### config.mk
export PLATFORM = sky130hd
export DESIGN_NAME = sswd_top
export DESIGN_NICKNAME = d
export VERILOG_FILES = /design/src/design/sswd_pkg.sv /design/src/design/sswd_top.sv
export SDC_FILE = /design/constraint.sdc
export NUM_CORES = 1
export LEC_CHECK = 0
export ABC_AREA = 0
export BUFFER_PORTS_ARGS = -buffer_cell sky130_fd_sc_hd__buf_2
export CORE_MARGIN = 2
export CORE_UTILIZATION = 25
export CTS_BUF_LIST = sky130_fd_sc_hd__clkbuf_8
export CTS_CLUSTER_SIZE = 14
export DETAILED_ROUTE_END_ITERATION = 8
export PLACE_DENSITY = 0.44
export RECOVER_POWER = 100
export SYNTH_ARGS = -nofsm -noshare
export SYNTH_HDL_FRONTEND = slang
export SYNTH_SLANG_ARGS = --single-unit
### constraint.sdc
create_clock -name i_clk -period 12.7 [get_ports i_clk]
set_input_delay 2.54 -clock i_clk [delete_from_list [all_inputs] [get_ports i_clk]]
set_output_delay 2.54 -clock i_clk [all_outputs]
set_load 0.005 [all_outputs]
### src/design/sswd_pkg.sv
/*
  sswd_pkg: constants for the slave state and watchdog block.
  assumes: a single 100 MHz clock domain; no software-visible registers.
*/
`default_nettype none
package sswd_pkg;
  // slave states
  typedef enum logic [2:0] {
    ST_INIT,
    ST_PREOP,
    ST_SAFEOP,
    ST_OP,
    ST_BOOT
  } sswd_state_t;
  // requested state codes on the request port
  localparam logic [2:0] REQ_INIT = 3'h1;
  localparam logic [2:0] REQ_PREOP = 3'h2;
  localparam logic [2:0] REQ_BOOT = 3'h3;
  localparam logic [2:0] REQ_SAFEOP = 3'h4;
  localparam logic [2:0] REQ_OP = 3'h5;
  // watchdog timing: base clock 25 MHz, system clock 100 MHz
  localparam int SYS_CLK_MHZ = 100;
  localparam int BASE_CLK_MHZ = 25;
  localparam logic [2:0] BASE_DIV = 3'(SYS_CLK_MHZ / BASE_CLK_MHZ);
  localparam logic [15:0] MULT_RST = 16'h09C2; // 2498 -> 100 us base tick
  localparam logic [15:0] MULT_MIN = 16'h0001;
  localparam logic [15:0] WD_TIME_RST = 16'h03E8; // 1000 ticks -> 100 ms
  // mailbox protocol code for file access
  localparam logic [3:0] MBX_FILE = 4'h4;
  // object dictionary ranges (upper index nibble)
  localparam logic [3:0] OD_IDENT = 4'h1;
  localparam logic [3:0] OD_LEGACY = 4'h4;
  localparam logic [3:0] OD_INPUT = 4'h6;
  localparam logic [3:0] OD_OUTPUT = 4'h7;
  localparam logic [3:0] OD_CHAN = 4'h8;
  localparam int OD_CHAN_ENTRIES = 16;
  localparam logic [31:0] DEV_TYPE = 32'h00000123; // arbitrary value
  // object access attribute codes
  localparam logic [1:0] ACC_RO = 2'h0;
  localparam logic [1:0] ACC_RW = 2'h1;
  localparam logic [1:0] ACC_NONE = 2'h2;
endpackage
`default_nettype wire

### src/design/sswd_top.sv
/*
  sswd_top: slave state machine, sync manager watchdog and object dictionary access.
  assumes: all inputs come from logic on the same clock; master keeps its own duties.
*/
// How it works
// base tick every multiplier plus two periods
// time 0..65535, multiplier 1..65535 accepted
// monitoring defaults to 100 ms
// expiry with outputs active clears outputs
// setting zero disables watchdog entirely
// each process data access restarts count
// power-up enters init, no traffic allowed
// master configures channels 0,1 in init
// init to preop checks mailbox setup
// preop allows mailbox only; master configures pd
// preop to safeop checks pd, clocks, latches inputs
// safeop: traffic allowed, outputs held safe
// disabled watchdog lets safeop drive outputs
// master gives valid outputs before op
// op copies master outputs to pins
// boot entered only from init
// boot allows file mailbox only
// objects use 16-bit index, 8-bit subindex
// identity at 0x1000, channel params 0x8000
// inputs at 0x6000, outputs at 0x7000
// 0x4000 mirrors 0x8000 channel params
// access only as attribute allows
// failed entry check refuses, flags error
`default_nettype none
module sswd_top (
  input wire logic i_clk, // 100 MHz clock
  input wire logic i_srst, // synchronous reset, active high
  input wire logic i_req_vld, // state change request pulse
  input wire logic [2:0] i_req_state, // requested state code
  input wire logic i_err_ack, // clears error flag
  input wire logic i_mbx_cfg_ok, // mailbox channels 0/1 set correctly
  input wire logic i_pd_cfg_ok, // process data channels set correctly
  input wire logic i_dc_cfg_ok, // clock settings correct
  input wire logic i_wd_load, // load watchdog settings pulse
  input wire logic [15:0] i_wd_mult, // multiplier setting
  input wire logic [15:0] i_wd_time, // watchdog time setting
  input wire logic i_pd_access, // successful process data access pulse
  input wire logic [7:0] i_pd_out, // master output data
  input wire logic [7:0] i_phys_in, // physical input levels
  input wire logic i_mbx_vld, // mailbox message pulse
  input wire logic [3:0] i_mbx_proto, // mailbox protocol code
  input wire logic i_od_vld, // object access request pulse
  input wire logic i_od_wr, // 1 write, 0 read
  input wire logic [15:0] i_od_index, // object index
  input wire logic [7:0] i_od_sub, // object subindex
  input wire logic [31:0] i_od_wdata, // write data
  output logic [2:0] o_state, // current state
  output logic o_err, // transition refused flag
  output logic o_wd_fired, // watchdog expired flag
  output logic [7:0] o_phys_out, // physical outputs
  output logic [7:0] o_in_shadow, // inputs copy for master
  output logic o_mbx_acc, // mailbox accepted pulse
  output logic o_mbx_rej, // mailbox rejected pulse
  output logic o_pd_rej, // process data rejected pulse
  output logic o_od_ack, // object access done pulse
  output logic o_od_abort, // object access refused pulse
  output logic [31:0] o_od_rdata // read data
);
  sswd_pkg::sswd_state_t state_ff;
  logic err_ff, wd_fired_ff, mbx_acc_ff, mbx_rej_ff, pd_rej_ff;
  logic od_ack_ff, od_abort_ff;
  logic [7:0] phys_out_ff, in_shadow_ff;
  logic [31:0] od_rdata_ff;
  localparam int OD_CHAN_ENTRIES = sswd_pkg::OD_CHAN_ENTRIES;
  localparam logic [2:0] BASE_DIV_M1 = sswd_pkg::BASE_DIV - 3'h1;
  logic [15:0] mult_ff, wd_time_ff, wd_cnt_ff;
  logic [16:0] base_cnt_ff, base_last;
  logic [2:0] div_ff;
  logic base_tick;
  logic pd_allowed, outs_live;
  logic [31:0] chan_ff [OD_CHAN_ENTRIES];

  // access attribute per index range
  function automatic logic [1:0] od_attr(input logic [15:0] idx);
    case (idx[15:12])
      sswd_pkg::OD_IDENT: od_attr = sswd_pkg::ACC_RO;
      sswd_pkg::OD_INPUT: od_attr = sswd_pkg::ACC_RO;
      sswd_pkg::OD_OUTPUT: od_attr = sswd_pkg::ACC_RO;
      sswd_pkg::OD_LEGACY: od_attr = sswd_pkg::ACC_RW;
      sswd_pkg::OD_CHAN: od_attr = sswd_pkg::ACC_RW;
      default: od_attr = sswd_pkg::ACC_NONE;
    endcase
  endfunction

  // state transitions with entry checks
  always_ff @(posedge i_clk) begin
    if (i_srst) begin
      // start in init
      state_ff <= sswd_pkg::ST_INIT;
      err_ff <= 1'b0;
    end else begin
      if (i_err_ack) begin
        err_ff <= 1'b0;
      end
      if (i_req_vld) begin
        // refuse, flag error (set wins over ack)
        case (i_req_state)
          sswd_pkg::REQ_INIT: state_ff <= sswd_pkg::ST_INIT;
          sswd_pkg::REQ_PREOP: begin
            // check mailbox setup
            if ((state_ff == sswd_pkg::ST_INIT || state_ff == sswd_pkg::ST_PREOP ||
                 state_ff == sswd_pkg::ST_SAFEOP || state_ff == sswd_pkg::ST_OP) &&
                (state_ff != sswd_pkg::ST_INIT || i_mbx_cfg_ok)) begin
              state_ff <= sswd_pkg::ST_PREOP;
            end else begin
              err_ff <= 1'b1;
            end
          end
          sswd_pkg::REQ_BOOT: begin
            // boot only from init
            if (state_ff == sswd_pkg::ST_INIT || state_ff == sswd_pkg::ST_BOOT) begin
              state_ff <= sswd_pkg::ST_BOOT;
            end else begin
              err_ff <= 1'b1;
            end
          end
          sswd_pkg::REQ_SAFEOP: begin
            // check pd and clock setup
            if (state_ff == sswd_pkg::ST_PREOP && i_pd_cfg_ok && i_dc_cfg_ok) begin
              state_ff <= sswd_pkg::ST_SAFEOP;
            end else if (state_ff == sswd_pkg::ST_OP || state_ff == sswd_pkg::ST_SAFEOP) begin
              state_ff <= sswd_pkg::ST_SAFEOP;
            end else begin
              err_ff <= 1'b1;
            end
          end
          sswd_pkg::REQ_OP: begin
            if (state_ff == sswd_pkg::ST_SAFEOP || state_ff == sswd_pkg::ST_OP) begin
              state_ff <= sswd_pkg::ST_OP;
            end else begin
              err_ff <= 1'b1;
            end
          end
          default: err_ff <= 1'b1;
        endcase
      end
    end
  end

  // process data only in safeop and op
  assign pd_allowed = (state_ff == sswd_pkg::ST_SAFEOP) || (state_ff == sswd_pkg::ST_OP);
  // safeop drives outputs when watchdog off
  assign outs_live = (state_ff == sswd_pkg::ST_OP) ||
                     (state_ff == sswd_pkg::ST_SAFEOP && wd_time_ff == 16'h0000);

  // watchdog settings, out-of-range multiplier clamped to minimum
  always_ff @(posedge i_clk) begin
    if (i_srst) begin
      // default 100 ms
      mult_ff <= sswd_pkg::MULT_RST;
      wd_time_ff <= sswd_pkg::WD_TIME_RST;
    end else if (i_wd_load) begin
      // accept full ranges
      mult_ff <= (i_wd_mult < sswd_pkg::MULT_MIN) ? sswd_pkg::MULT_MIN : i_wd_mult;
      wd_time_ff <= i_wd_time;
    end
  end

  // last base count of a tick; 17 bits so the top multiplier does not wrap
  assign base_last = {1'b0, mult_ff} + 17'h00001;
  // base tick: 25 MHz divided by multiplier + 2
  always_ff @(posedge i_clk) begin
    if (i_srst || i_wd_load) begin
      div_ff <= 3'h0;
      base_cnt_ff <= 17'h00000;
    end else if (div_ff == BASE_DIV_M1) begin
      div_ff <= 3'h0;
      base_cnt_ff <= (base_cnt_ff == base_last) ? 17'h00000 : base_cnt_ff + 17'h00001;
    end else begin
      div_ff <= div_ff + 3'h1;
    end
  end
  assign base_tick = (div_ff == BASE_DIV_M1) && (base_cnt_ff == base_last);

  // watchdog counter and expiry
  always_ff @(posedge i_clk) begin
    if (i_srst) begin
      wd_cnt_ff <= 16'h0000;
      wd_fired_ff <= 1'b0;
    end else if (i_pd_access && pd_allowed) begin
      // restart on pd access
      wd_cnt_ff <= 16'h0000;
      wd_fired_ff <= 1'b0;
    end else if (wd_time_ff == 16'h0000) begin
      // zero disables monitoring
      wd_cnt_ff <= 16'h0000;
      wd_fired_ff <= 1'b0;
    end else if (base_tick && !wd_fired_ff) begin
      // expiry after setting ticks
      if (wd_cnt_ff + 16'h0001 >= wd_time_ff) begin
        wd_fired_ff <= 1'b1;
      end else begin
        wd_cnt_ff <= wd_cnt_ff + 16'h0001;
      end
    end
  end

  // physical outputs and input shadow
  always_ff @(posedge i_clk) begin
    if (i_srst) begin
      phys_out_ff <= 8'h00;
      in_shadow_ff <= 8'h00;
    end else begin
      // inputs refreshed in safeop and op
      if (pd_allowed) begin
        in_shadow_ff <= i_phys_in;
      end else if (i_req_vld && i_req_state == sswd_pkg::REQ_SAFEOP &&
                   state_ff == sswd_pkg::ST_PREOP) begin
        // latch inputs before acknowledging
        in_shadow_ff <= i_phys_in;
      end
      // clear outputs on expiry
      if (!outs_live || wd_fired_ff) begin
        phys_out_ff <= 8'h00;
      end else if (i_pd_access) begin
        // copy master output data
        phys_out_ff <= i_pd_out;
      end
    end
  end

  // mailbox and process data gating
  always_ff @(posedge i_clk) begin
    if (i_srst) begin
      mbx_acc_ff <= 1'b0;
      mbx_rej_ff <= 1'b0;
      pd_rej_ff <= 1'b0;
    end else begin
      mbx_acc_ff <= 1'b0;
      mbx_rej_ff <= 1'b0;
      if (i_mbx_vld) begin
        // boot takes file access only
        if (state_ff == sswd_pkg::ST_INIT ||
            (state_ff == sswd_pkg::ST_BOOT && i_mbx_proto != sswd_pkg::MBX_FILE)) begin
          mbx_rej_ff <= 1'b1;
        end else begin
          mbx_acc_ff <= 1'b1;
        end
      end
      // pd refused outside safeop/op
      pd_rej_ff <= i_pd_access && !pd_allowed;
    end
  end

  // object dictionary access
  always_ff @(posedge i_clk) begin
    if (i_srst) begin
      od_ack_ff <= 1'b0;
      od_abort_ff <= 1'b0;
      od_rdata_ff <= 32'h00000000;
      for (int k = 0; k < OD_CHAN_ENTRIES; k++) begin
        chan_ff[k] <= 32'h00000000;
      end
    end else begin
      od_ack_ff <= 1'b0;
      od_abort_ff <= 1'b0;
      if (i_od_vld) begin
        // check access attribute
        if (state_ff == sswd_pkg::ST_INIT || state_ff == sswd_pkg::ST_BOOT ||
            od_attr(i_od_index) == sswd_pkg::ACC_NONE ||
            (i_od_wr && od_attr(i_od_index) == sswd_pkg::ACC_RO)) begin
          od_abort_ff <= 1'b1;
        end else begin
          od_ack_ff <= 1'b1;
          // index and subindex decode
          case (i_od_index[15:12])
            // identity range
            sswd_pkg::OD_IDENT: od_rdata_ff <= sswd_pkg::DEV_TYPE;
            // process data ranges
            sswd_pkg::OD_INPUT: od_rdata_ff <= {24'h000000, in_shadow_ff};
            sswd_pkg::OD_OUTPUT: od_rdata_ff <= {24'h000000, phys_out_ff};
            default: begin
              // legacy and channel ranges share storage
              od_rdata_ff <= chan_ff[i_od_sub[3:0]];
              if (i_od_wr) begin
                chan_ff[i_od_sub[3:0]] <= i_od_wdata;
              end
            end
          endcase
        end
      end
    end
  end

  assign o_state = state_ff;
  assign o_err = err_ff;
  assign o_wd_fired = wd_fired_ff;
  assign o_phys_out = phys_out_ff;
  assign o_in_shadow = in_shadow_ff;
  assign o_mbx_acc = mbx_acc_ff;
  assign o_mbx_rej = mbx_rej_ff;
  assign o_pd_rej = pd_rej_ff;
  assign o_od_ack = od_ack_ff;
  assign o_od_abort = od_abort_ff;
  assign o_od_rdata = od_rdata_ff;
endmodule
`default_nettype wire

==> results.json <==
{
  "synth_cells": 2074,
  "final_common_cell": "edfxtp_1",
  "cp-end-kind": "register",
  "hold_viol": 0,
  "tightestPinTransition_ns": 4.18,
  "period_share_pct": 70.2,
  "multi_input_area_mm2": 0.0106,
  "dp_cells": 3636,
  "ys.warnings.count": 0,
  "synth-edff-count": 512,
  "violations": "capacitance limit, slew limit",
  "synth-main-ff-cell": "edfxtp_1",
  "cts.sinks": 638,
  "die_w_um": 345,
  "holdBufCountCts": 0,
  "rsz0062_at_grt": "no",
  "cts_root_buf": "clkbuf_8",
  "seq_area_frac_synth_pct": 61.4,
  "synth_cell_types": 63,
  "gp_congestion": 0.773,
  "fmax_mhz": 112,
  "startpoint_type": "input port",
  "power_density_mw_per_mm2": 132,
  "vdd_drop_max_mv": 0.0697,
  "fin_crit_ns": 8.91,
  "drt-wirelength-per-cell_um": 22.7,
  "crit_chain": "clkbuf_1 -> nand2b_1 -> o32a_1 -> o32a_1 -> nor2_1 -> nand2_1 -> or4b_1 -> o21ai_0 -> clkbuf_1",
  "synth_seq_cells": 638,
  "status": "finished with violations",
  "wl_met1_mm": 37.3,
  "cp_max_fo": 24,
  "p_leak_uw": 0.0118,
  "cts_tree": "done",
  "grt_pass1_vias": 18600,
  "critPathKind": "input port to register",
  "clk_latency_ns": 0.77,
  "worst_path_largest_cell_delay_ns": 1.97,
  "final-seq-area_mm2": 0.0179,
  "wl_met2_mm": 42.6,
  "clk_pin_slew_ns": 0.05,
  "initial_core_util_pct": 25.1,
  "layout_common_cells": "edfxtp_1, and2_0, and2_1",
  "hpwl_mm": 50.6,
  "vias": 17700,
  "wirelength_mm": 87.4,
  "drtIter0Drc": 1233,
  "report.final.slew_viol_count": 1291,
  "overflow": 0,
  "nets": 2374,
  "ant_nets": 0,
  "slowest_stage": "o21ai_0",
  "via_per_inst": 4.60,
  "ios": 181,
  "grt_pass1_wl_mm": 127,
  "fin_cells": 3854,
  "highest_layer": "met5",
  "antenna_found_initial": 14,
  "cts_setup_buffers": 0,
  "cp.required_ns": 13.03,
  "setup_tns_ns": 0,
  "power_uw": 4450,
  "syn_avg_cell_area_um2": 14.1,
  "skew_ns": 0.0602,
  "drt-pass1-iter-count": 5,
  "slew_headroom_pct": -179,
  "syn_area_mm2": 0.0291,
  "die-area_mm2": 0.119,
  "clk_path_buf_depth": 3,
  "min_path_type": "register to register",
  "port-buffer-count": 164,
  "cts_htree_levels": 3,
  "dr_wl_met3_mm": 5.77,
  "crit_family": "compound AO/OA/AOI/OAI gates",
  "numCtsBuffers": 115,
  "arrival_ns": 9.24,
  "syn_nets": 2219,
  "grt_max_degree": 78,
  "cts-resized-gates": 0,
  "fillers": 11700,
  "track_usage_pct": 14.6,
  "syn_to_final_growth_pct": 15.4,
  "async_flop_share_pct": 0,
  "placeableCoreArea_mm2": 0.116,
  "maxCapViolCount": 44,
  "setup_viol": 0,
  "die_y_um": 345,
  "path_buf_inv": 2,
  "placementRows": 125,
  "drive_gt1_share_pct": 19.4,
  "drc": 0,
  "hold_ws_ns": 0.437
}
-- report_power, final --
group / switching [uW] / internal [uW] / leakage, uW
sequential: 22.2 / 2320 / 0.00632
combinational: 182 / 119 / 0.00424
clock: 888 / 922 / 0.00127
total: 1090 / 3360 / 0.0118
-- cell usage after synthesis, drive strengths merged (9+ instances only) --
cell type,instances,area (um2)
xnor2,38,333
o211ai,9,67.6
nor3b,27,203
clkbuf,134,504
a21oi,55,275
nand4,13,81.3
or3,16,100
ha,22,275
o21ai,31,155
nand3,17,90.1
inv,24,90.1
mux4,160,3600
edfxtp,512,15400
mux2i,44,440
and3,9,56.3
buf,26,133
nand2,41,154
xor2,17,149
and2,513,3210
dfxtp,126,2520
nor3,9,45.0
nor2,126,473
nor4,19,119
nor2b,9,56.3
a22o,9,80.1
-- worst paths after layout --
check                           cells after the start            from  slack [ns]              to
worst max-delay path                                9  i_od_index[12]        3.79  chan_ff[5][16]
worst min register to register                      1       div_ff[0]        0.44       div_ff[0]
worst min-delay path                                1       div_ff[0]        0.44       div_ff[0]
worst max register to register                      6      o_state[1]        6.32  chan_ff[5][16]
-- flip-flops by register name, summed over array words and instances (netlist names), 3 cells and up --
signal / cells
o_in_shadow: 8
o_state: 3
chan_ff: 512
mult_ff: 16
div_ff: 3
wd_time_ff: 16
o_od_rdata: 32
wd_cnt_ff: 16
base_cnt_ff: 17
o_phys_out: 8
-- layer usage --
metal  up-vias  global-route usage (%)
met1      9101                    18.7
met3       132                    3.48
met2       551                    24.5
met5         -                       0
li1       7934                       -
met4         6                    3.97
-- kinds of logic (layout without fill, tap and decap cells) --
family,Yosys count,in the layout,synth area share (%)
AO/OA/AOI/OAI,141,141,3.04
XOR/XNOR,55,55,1.65
adder cells (fa/ha/maj),22,22,0.944
buffers and inverters,184,438,2.49
flip-flops,638,638,61.4
multiplexers,204,204,13.9
other,0,2,0
AND/OR/NAND/NOR,830,830,16.6
-- stage by stage --
stage / setup WS, ns / utilization [%] / instance area, um2
4_1_cts: 6.81 / 29.3 / 33900
3_5_place_dp: 6.00 / 27.4 / 31800
5_1_grt: 3.34 / 29.0 / 33600
2_1_floorplan: 5.64 / - / 29100
3_3_place_gp: 6.07 / 27.4 / 31800
6_report: 3.79 / 29.0 / 33600
-- layout make-up --
| class | instances | share of cell area (%) |
|---|---|---|
| Clock buffer | 124 | 5.08 |
| Inverter | 24 | 0.268 |
| Timing Repair Buffer | 198 | 2.82 |
| Tap cell | 1524 | 5.67 |
| Sequential cell | 638 | 53.2 |
| Antenna cell | 2 | 0.0149 |
| Multi-Input combinational cell | 1252 | 31.6 |
| Clock inverter | 92 | 1.30 |
No activity file was read; power rests on OpenSTA's default activity.
